### src/verilog/sph_cfg.svh
// constants for the serial port handshake control block
`ifndef SPH_CFG_SVH
`define SPH_CFG_SVH
`define SPH_DATA_W     8
`define SPH_DIV_W      16
`define SPH_FRAME_W    11
`define SPH_LAST_BIT   4'ha
`define SPH_LAST_RXBIT 4'h7
`define SPH_STOP_PAIR  2'h3
`define SPH_START_BIT  1'h0
`define SPH_LINE_IDLE  1'h1
`define SPH_CODE_MASK  8'h7f
`define SPH_CODE_GO    8'h11
`define SPH_CODE_HALT  8'h13
`define SPH_BUF_DEPTH  2'h2
`define SPH_BUF_EMPTY  2'h0
`define SPH_ONE_CNT    2'h1
`define SPH_SYNC_IDLE  2'h3
`define SPH_FIRST_STOP 4'h9
`endif

### src/verilog/sph_pkg.sv
// types shared by the serial port handshake control modules
`include "sph_cfg.svh"
package sph_pkg;
  typedef enum logic [0:0] {tx_idle, tx_send} sph_tx_st_t;
  typedef enum logic [1:0] {rx_idle, rx_start, rx_data, rx_stop} sph_rx_st_t;

  typedef struct packed {
    logic [1:0][`SPH_DATA_W-1:0] mem;
    logic                        wp;
    logic                        rp;
    logic [1:0]                  cnt;
    logic                        rdy;
    logic                        vld;
  } sph_buf_t;

  typedef struct packed {
    sph_tx_st_t                  tx_st;
    sph_rx_st_t                  rx_st;
    logic [`SPH_FRAME_W-1:0]     tx_sh;
    logic [3:0]                  tx_bit;
    logic [`SPH_DIV_W-1:0]       tx_div;
    logic [`SPH_DATA_W-1:0]      rx_sh;
    logic [3:0]                  rx_bit;
    logic [`SPH_DIV_W-1:0]       rx_div;
    logic [1:0]                  cts_sy;
    logic [1:0]                  dsr_sy;
    logic [1:0]                  rx_sy;
    logic                        xoff;
    logic                        line;
    logic                        rts;
    logic                        dtr;
    logic                        alarm;
    logic                        abort;
  } sph_ctrl_t;
endpackage
### src/verilog/sph_buf.sv
// two-entry character buffer between user port and transmitter
`timescale 1ns/1ns
`default_nettype none
`include "sph_cfg.svh"
module sph_buf (
  // clock and reset
  input  wire logic                  ref_clk,
  input  wire logic                  reset_n,
  // filling side
  input  wire logic [`SPH_DATA_W-1:0] in_data,
  input  wire logic                  in_valid,
  output logic                       in_ready,
  // draining side
  output logic [`SPH_DATA_W-1:0]     out_data,
  output logic                       out_valid,
  input  wire logic                  out_ready,
  // discard contents and refuse while high
  input  wire logic                  flush
);
  sph_pkg::sph_buf_t state_reg;
  sph_pkg::sph_buf_t state_next;
  logic              push;
  logic              pop;

  assign in_ready  = state_reg.rdy;
  assign out_valid = state_reg.vld;
  assign out_data  = state_reg.mem[state_reg.rp];

  always_comb begin
    state_next = state_reg;
    push = in_valid && state_reg.rdy;
    pop  = out_ready && state_reg.vld;
    if (push) begin
      state_next.mem[state_reg.wp] = in_data;
      state_next.wp = ~state_reg.wp;
    end
    if (pop) begin
      state_next.rp = ~state_reg.rp;
    end
    if (push && !pop) begin
      state_next.cnt = state_reg.cnt + `SPH_ONE_CNT;
    end else if (pop && !push) begin
      state_next.cnt = state_reg.cnt - `SPH_ONE_CNT;
    end
    if (flush) begin
      state_next.cnt = `SPH_BUF_EMPTY;
      state_next.rp  = state_next.wp;
    end
    state_next.rdy = !flush && (state_next.cnt != `SPH_BUF_DEPTH);
    state_next.vld = state_next.cnt != `SPH_BUF_EMPTY;
  end

  always_ff @(posedge ref_clk or negedge reset_n) begin
    if (!reset_n) begin
      state_reg <= '0;
    end else begin
      state_reg <= state_next;
    end
  end
endmodule
`default_nettype wire

### src/verilog/sph_ctrl.sv
// serial port transmit and receive handshake control
//
// Behaviour
// - send request high from start to end of sending
// - send only with clear-to-send and peer ready
// - clear-to-send drop halts within two characters
// - peer ready lost mid-transfer aborts, raises alarm
// - terminal ready out while block is operable
// - touch panel fitted blocks this channel's data
// - one start, eight data, two stop bits
// - halt code stops output, go code resumes
`timescale 1ns/1ns
`default_nettype none
`include "sph_cfg.svh"
module sph_ctrl (
  // clock and reset
  input  wire logic                   ref_clk,
  input  wire logic                   reset_n,
  // user character stream
  input  wire logic [`SPH_DATA_W-1:0] tx_data,
  input  wire logic                   tx_valid,
  output logic                        tx_ready,
  // control and status
  input  wire logic [`SPH_DIV_W-1:0]  baud_div,
  input  wire logic                   device_ready,
  input  wire logic                   transfer_active,
  input  wire logic                   touch_panel_fitted,
  input  wire logic                   alarm_clear,
  output logic                        dsr_lost_alarm,
  output logic                        transfer_abort,
  output logic                        tx_paused,
  // link pins
  output logic                        serial_tx_line,
  output logic                        send_request_out,
  output logic                        terminal_ready_out,
  input  wire logic                   serial_rx_line,
  input  wire logic                   clear_to_send_in,
  input  wire logic                   peer_set_ready_in
);
  sph_pkg::sph_ctrl_t       state_reg;
  sph_pkg::sph_ctrl_t       state_next;
  logic [`SPH_DATA_W-1:0]   buf_data;
  logic                     buf_valid;
  logic                     take;
  logic                     flush;
  logic                     cts_s;
  logic                     dsr_s;
  logic                     rx_s;
  logic                     tx_tick;
  logic                     lost;
  logic [`SPH_DATA_W-1:0]   code;

  // true on the last cycle of a period of lim cycles
  function automatic logic period_end(input logic [`SPH_DIV_W-1:0] cnt,
                                      input logic [`SPH_DIV_W-1:0] lim);
    period_end = ({1'b0, cnt} + {{`SPH_DIV_W{1'b0}}, 1'b1}) >= {1'b0, lim};
  endfunction

  assign cts_s = state_reg.cts_sy[1];
  assign dsr_s = state_reg.dsr_sy[1];
  assign rx_s  = state_reg.rx_sy[1];

  assign serial_tx_line     = state_reg.line;
  assign send_request_out   = state_reg.rts;
  assign terminal_ready_out = state_reg.dtr;
  assign dsr_lost_alarm     = state_reg.alarm;
  assign transfer_abort     = state_reg.abort;
  assign tx_paused          = state_reg.xoff;

  sph_buf u_buf (
    .ref_clk   (ref_clk),
    .reset_n   (reset_n),
    .in_data   (tx_data),
    .in_valid  (tx_valid),
    .in_ready  (tx_ready),
    .out_data  (buf_data),
    .out_valid (buf_valid),
    .out_ready (take),
    .flush     (flush)
  );

  always_comb begin
    state_next = state_reg;
    code = '0;
    // two-stage synchronisers, first stage read only by the second
    state_next.cts_sy = {state_reg.cts_sy[0], clear_to_send_in};
    state_next.dsr_sy = {state_reg.dsr_sy[0], peer_set_ready_in};
    state_next.rx_sy  = {state_reg.rx_sy[0], serial_rx_line};
    state_next.dtr    = device_ready;
    state_next.abort  = 1'b0;
    tx_tick = period_end(state_reg.tx_div, baud_div);
    lost = !dsr_s && (transfer_active || state_reg.tx_st == sph_pkg::tx_send);
    flush = lost || touch_panel_fitted;
    take = 1'b0;

    // transmitter
    case (state_reg.tx_st)
      sph_pkg::tx_idle: begin
        state_next.line = `SPH_LINE_IDLE;
        if (buf_valid && cts_s && dsr_s && !state_reg.xoff && !flush) begin
          take = 1'b1;
          state_next.tx_sh  = {`SPH_STOP_PAIR, buf_data, `SPH_START_BIT};
          state_next.tx_bit = '0;
          state_next.tx_div = '0;
          state_next.line   = `SPH_START_BIT;
          state_next.tx_st  = sph_pkg::tx_send;
        end
      end
      sph_pkg::tx_send: begin
        state_next.tx_div = state_reg.tx_div + 1'b1;
        if (tx_tick) begin
          state_next.tx_div = '0;
          if (state_reg.tx_bit == `SPH_LAST_BIT) begin
            state_next.tx_st = sph_pkg::tx_idle;
            state_next.line  = `SPH_LINE_IDLE;
          end else begin
            state_next.tx_bit = state_reg.tx_bit + 1'b1;
            state_next.tx_sh  = state_reg.tx_sh >> 1;
            state_next.line   = state_reg.tx_sh[1];
          end
        end
      end
      default: begin
        state_next.tx_st = sph_pkg::tx_idle;
      end
    endcase

    // peer lost or channel given to the touch panel: stop at once
    if (flush) begin
      state_next.tx_st = sph_pkg::tx_idle;
      state_next.line  = `SPH_LINE_IDLE;
    end
    if (lost) begin
      state_next.abort = 1'b1;
    end
    // set wins over clear
    state_next.alarm = lost || (state_reg.alarm && !alarm_clear);

    // request held while a character waits or is on the line
    state_next.rts = !flush && (state_next.tx_st == sph_pkg::tx_send ||
                                buf_valid);

    // receiver watching for flow control codes
    state_next.rx_div = state_reg.rx_div + 1'b1;
    case (state_reg.rx_st)
      sph_pkg::rx_idle: begin
        state_next.rx_div = '0;
        if (!rx_s) begin
          state_next.rx_st = sph_pkg::rx_start;
        end
      end
      sph_pkg::rx_start: begin
        if (period_end(state_reg.rx_div, baud_div >> 1)) begin
          state_next.rx_div = '0;
          state_next.rx_bit = '0;
          state_next.rx_st  = rx_s ? sph_pkg::rx_idle : sph_pkg::rx_data;
        end
      end
      sph_pkg::rx_data: begin
        if (period_end(state_reg.rx_div, baud_div)) begin
          state_next.rx_div = '0;
          state_next.rx_sh  = {rx_s, state_reg.rx_sh[`SPH_DATA_W-1:1]};
          state_next.rx_bit = state_reg.rx_bit + 1'b1;
          if (state_reg.rx_bit == `SPH_LAST_RXBIT) begin
            state_next.rx_st = sph_pkg::rx_stop;
            code = state_next.rx_sh & `SPH_CODE_MASK;
            if (code == `SPH_CODE_HALT) begin
              state_next.xoff = 1'b1;
            end else if (code == `SPH_CODE_GO) begin
              state_next.xoff = 1'b0;
            end
          end
        end
      end
      sph_pkg::rx_stop: begin
        if (rx_s) begin
          state_next.rx_st = sph_pkg::rx_idle;
        end
      end
      default: begin
        state_next.rx_st = sph_pkg::rx_idle;
      end
    endcase
  end

  always_ff @(posedge ref_clk or negedge reset_n) begin
    if (!reset_n) begin
      state_reg       <= '0;
      state_reg.line  <= `SPH_LINE_IDLE;
      // receive synchroniser starts at idle level, no false start bit
      state_reg.rx_sy <= `SPH_SYNC_IDLE;
    end else begin
      state_reg <= state_next;
    end
  end
endmodule
`default_nettype wire

### config.mk
export PLATFORM = sky130hd
export DESIGN_NAME = sph_ctrl
export DESIGN_NICKNAME = d
export VERILOG_FILES = /design/src/verilog/sph_pkg.sv /design/src/verilog/sph_buf.sv /design/src/verilog/sph_ctrl.sv
export VERILOG_INCLUDE_DIRS = /design/src /design/src/verilog
export SDC_FILE = /design/constraint.sdc
export NUM_CORES = 1
export LEC_CHECK = 0
export ABC_AREA = 1
export BUFFER_PORTS_ARGS = -buffer_cell sky130_fd_sc_hd__buf_4
export CAP_MARGIN = 40
export CORE_MARGIN = 10
export CORE_UTILIZATION = 55
export DETAILED_ROUTE_END_ITERATION = 10
export PLACE_DENSITY = 0.73
export SYNTH_ARGS = -nofsm -noshare
export SYNTH_HDL_FRONTEND = slang
export SYNTH_SLANG_ARGS = --single-unit
### constraint.sdc
create_clock -name ref_clk -period 8.45 [get_ports ref_clk]
set_input_delay 2.535 -clock ref_clk [delete_from_list [all_inputs] [get_ports ref_clk]]
set_output_delay 2.535 -clock ref_clk [all_outputs]
set_load 0.1 [all_outputs]
# ---- Word level (Yosys, flattened, before mapping)
# Cells that the tools add are included.
# Widths: inputs -> output; s select.
dict set report totals {
  romBits 0
  inputBits 34
  latch_bits 0
  memories 0
  mem_bits_rw 0
  ff_bits 96
}
dict set report op_classes {
  mux 39
  n_shift 0
  n_eq_ne 17
  add_sub_neg 8
  n_div 0
  multipliers 0
  magnitude_cmp 6
  n_reduce_logical 33
  bitwise 3
}
# op n
set op_table {}
lappend op_table {{$mux 31} 2}
lappend op_table {{$pmux 31 s2} 1}
lappend op_table {{$pmux 16 s3} 1}
lappend op_table {{$mux 20} 2}
lappend op_table {{$add 16x1->17 const B} 2}
lappend op_table {{$ge 17x16->1} 2}
lappend op_table {{$add 16x1->16 const B} 2}
lappend op_table {{$mux 8} 3}
lappend op_table {{$ge 17x15->1} 1}
lappend op_table {{$bwmux 16} 1}
lappend op_table {{$mux 2} 8}
lappend op_table {{$ne 2x2->1 const B} 8}
lappend op_table {{$mux 15} 1}
lappend op_table {{$eq 7x5->1 const B} 2}
lappend op_table {{$mux 1} 14}
lappend op_table {{$logic_and 1x1->1} 13}
lappend op_table {{$add 4x1->4 const B} 2}
lappend op_table {{$demux 8 s1} 1}
lappend op_table {{$pmux 2 s4} 1}
lappend op_table {{$pmux 4 s2} 1}
lappend op_table {{$reduce_bool 2->1} 4}
lappend op_table {{$logic_not 1->1} 6}
lappend op_table {{$reduce_and 3->1} 2}
lappend op_table {{$reduce_and 5->1} 1}
lappend op_table {{17 further kinds} 25}

# ---- Logic depth before layout (Yosys ltp)
dict set report logic_depth {
  depth_word 14
  mapped_depth 23
  mapped_depth_nobuf 23
}

# ---- Modules after synthesis
# A second synthesis with hierarchy kept.
dict set report unflattened {
  cells_unflattened 751
  area_unflattened_um2 5969.5
}
# module instances area_each_um2 cells_each seq_area_each_um2
set by_module_without_submodules {}
lappend by_module_without_submodules {sph_ctrl 1 4962.3 647 1805.5}
lappend by_module_without_submodules {sph_buf 1 1007.2 104 550.5}

# ---- Worst setup path before layout
# No wires, ideal clock.
dict set report synth_timing {
  path_type {input to register}
  start {input baud_div[6]}
  end {register state_reg[69] (netlist bit)}
  t_arrival_ns 3.974
  path_buffers 1
  path_slack_ns 4.359
  path_stages 11
  path_cell_list {inv_1 -> ha_1 -> inv_1 -> nor3_1 -> nor3b_1 -> nand4_1 -> nand4_4 -> nand2_4 -> buf_12 -> nand2_2 -> nand2_1}
}
dict set report synth_via {
  elab_chain_len 3
}
# item line_no
set synth_rtl {}
lappend synth_rtl {{from (decl)} sph_ctrl.sv:24} ;# input wire logic [`SPH_DIV_W-1:0] baud_div,
lappend synth_rtl {{$ge 17x16->1} sph_ctrl.sv:56} ;# period_end = ({1'b0, cnt} + {{`SPH_DIV_W{1'b0}}, 1'b1}) >= {1'b0, lim};
lappend synth_rtl {{$ne 2x1->1 (no source line)} n/a}
lappend synth_rtl {{$reduce_and 3->1 (no source line)} n/a}
lappend synth_rtl {{to (signal assigned)} sph_ctrl.sv:193} ;# state_reg <= state_next;
lappend synth_rtl {{to (decl)} sph_ctrl.sv:40} ;# sph_pkg::sph_ctrl_t state_reg;
# No other way between the ends.
# A chain may end at the register's enable or synchronous reset.

# ---- Worst setup path in the final report
dict set report layout_timing {
  start {input baud_div[12]}
  end {register state_reg[64] (netlist bit)}
}
# The elaborated chain is that of the path after synthesis.

==> results.sh <==
export IMPL_grt_use_met2=0.272
export IMPL_crit_path_top_delay_cell="ha_1"
export IMPL_use_met1=0.224
export IMPL_worstSkewPairLatency_ps=370
export IMPL_drc=0
export IMPL_grt_busiest_layer="met2"
export IMPL_syn_area_um2=6000
export IMPL_row_count=38
export IMPL_grt_pass1_wl_mm=22.4
export IMPL_synth_cell_types=43
export IMPL_timing_final_max_slew_violations=0
export IMPL_crit_path_end_kind="flip-flop"
export IMPL_drv_cap=0
export IMPL_min_path_type="reg -> reg"
export IMPL_synth_nets=844
export IMPL_mostFrequentLayoutCells="207 x nand2_1, 130 x inv_1, 91 x dfrtp_1"
export IMPL_yosysWarnings=0
export IMPL_overflow=0
export IMPL_worst_pin_slew_ps=809
export IMPL_post_cts_buffers=0
export IMPL_whs_ps=358
export IMPL_layout_setup_ws_ps=4240
export IMPL_crit_top_cell="nand2_1"
export IMPL_postRouteAntennaNets=0
export IMPL_skew_ps=7.46
export IMPL_use_met3=0.0345
export IMPL_fin_nets=886
export IMPL_ir_drop_v=0.000154
export IMPL_die_width_um=124
export IMPL_avgSynthCellArea_um2=7.94
export IMPL_grt_start_max_net_pins=68
export IMPL_power_leakage_nw=3.77
export IMPL_slew_headroom=0.461
export IMPL_drive_gt1_frac=0.145
export IMPL_wire_per_inst_um=14.0
export IMPL_grt_pass1_vias=4719
export IMPL_antenna_found_initial=0
export IMPL_power_mw=1.27
export IMPL_max_freq_mhz=238
export IMPL_status="finished clean"
export IMPL_cts_buffers=9
export IMPL_cp_data_arrival_time_ps=4480
export IMPL_clock_path_buffers=2
export IMPL_io_pins=41
export IMPL_clock_root_buffer="clkbuf_8"
export IMPL_setup_viol=0
export IMPL_cts_hold_buffers=0
export IMPL_hpwl_mm=10.1
export IMPL_power_density_nw_per_um2=193
export IMPL_drt_iter0_drc=308
export IMPL_largest_reg_flops=59
export IMPL_final_min_clock_period_ps=4210
export IMPL_htreeDepth=3
export IMPL_crit_path_start_kind="primary input"
export IMPL_start_util=0.558
export IMPL_gp_congestion=0.876
export IMPL_die_h_um=124
export IMPL_die_area_um2=15500
export IMPL_rsz0062_at_grt="no"
export IMPL_dpl_cell_area_um2=6410
export IMPL_first_pass_iters=5
export IMPL_final_area_um2=6600
export IMPL_pre_cts_ws_ps=3880
export IMPL_layout_commonest_cell="nand2_1"
export IMPL_syn_instance_count=756
export IMPL_port_buffers=40
export IMPL_critPathKind="in -> reg"
export IMPL_hold_viol_final=0
export IMPL_cp_required_ps=8720
export IMPL_cts_resized=0
export IMPL_ys_seq_area_frac=0.393
export IMPL_route_vias_total=4847
export IMPL_antenna_cells=0
export IMPL_synth_seq_cells=94
export IMPL_slowest_delay_ps=290
export IMPL_cts_tree="done"
export IMPL_core_area_um2=10700
export IMPL_cts_clk_slew_worst_paths_ps=90
export IMPL_routed_via_density=5.15
export IMPL_worstPathCellList="buf_4 -> inv_1 -> ha_1 -> nand2_1 -> o21bai_1 -> nand2_1 -> nand4_1 -> nand2_2 -> nor2_4 -> nand4_4 -> nand2_4 -> inv_2 -> nand2_1 -> nand2_1"
export IMPL_cts_sinks=94
export IMPL_cp_max_fo=15
export IMPL_grtUsageTotal=0.171
export IMPL_area_growth_pct=9.95
export IMPL_period_share=0.498
export IMPL_totalWireLength_mm=13.1
export IMPL_totalNegativeSetupSlack_ps=0
area by class of cell:
| cell class | count | area [µm²] |
|---|---|---|
| Fill cell | 971 | 4150 |
| Multi-Input combinational cell | 512 | 3040 |
| Sequential cell | 94 | 2360 |
| Inverter | 139 | 522 |
| Timing Repair Buffer | 42 | 315 |
| Tap cell | 140 | 175 |
| Clock buffer | 10 | 128 |
| Clock inverter | 5 | 60.1 |
synthesized netlist by cell type, drive strengths merged:
cell type,count,area (µm²)
clkinv,1,3.75
nor4,2,18.8
nand2,226,926
o211ai,3,36.3
mux2,8,90.1
a31o,1,8.76
a211oi,1,7.51
nor3b,1,7.51
nor2,45,228
clkbuf,6,22.5
o22ai,6,37.5
dfrtp,91,2280
nand3b,4,30.0
inv,138,518
xor2,22,193
a21o,1,7.51
or2,1,6.26
ha,54,676
o21bai,1,7.51
nand3,33,175
o21ai,46,230
dfstp,3,78.8
xnor2,4,35.0
nand4,16,121
a21oi,29,145
buf,5,58.8
nor3,7,46.3
and2,1,8.76
final timing paths:
path | cells after the start | slack, ps | to | startpoint
max in group asynchronous | 2 | 5190 | state_reg[15] | reset_n
min reg2reg | 0 | 360 | cts_s | state_next[11]
max reg2reg | 19 | 5050 | state_reg[14] | state_reg[12]
min | 0 | 360 | cts_s | state_next[11]
max | 14 | 4240 | state_reg[64] | baud_div[12]
min in group asynchronous | 1 | 2100 | state_reg[22] | reset_n
layer usage:
metal  vias to the layer above  share of wire
li1                       2475              -
met1                      2245           0.48
met2                       101           0.46
met3                        26          0.038
met4                         0          0.022
met5                         -              0
metrics by stage:
| stage | instances | util |
|---|---|---|
| final | 942 | 0.614 |
| after global routing | 942 | 0.614 |
| after CTS | 942 | 0.614 |
| after detailed placement | 927 | 0.597 |
| after global placement | 927 | 0.597 |
| after floorplan | 756 | - |
worst max-delay path, delay by kind of cell:
family          cells  cell delay, ps
simple gates        9            1150
fa+ha+maj           1             290
compound gates      1             120
buf+inv             3             380
cells by family (layout without fill, tap and decap cells):
family,Yosys count,count (layout),share of synthesized area
AO/OA/AOI/OAI,88,88,0.0801
XOR/XNOR,26,26,0.0379
adder cells (fa/ha/maj),54,54,0.113
buffers and inverters,150,196,0.100
flip-flops,94,94,0.393
multiplexers,8,8,0.0150
AND/OR/NAND/NOR,336,336,0.261
where the power goes:
| group | switching [mW] | internal, mW | leakage (nW) |
|---|---|---|---|
| Clock | 0.157 | 0.136 | 0.0927 |
| Sequential | 0.0680 | 0.542 | 1.21 |
| Combinational | 0.218 | 0.148 | 2.47 |
| Total | 0.443 | 0.827 | 3.77 |
Note: power is estimated with default switching activity, not from simulation.
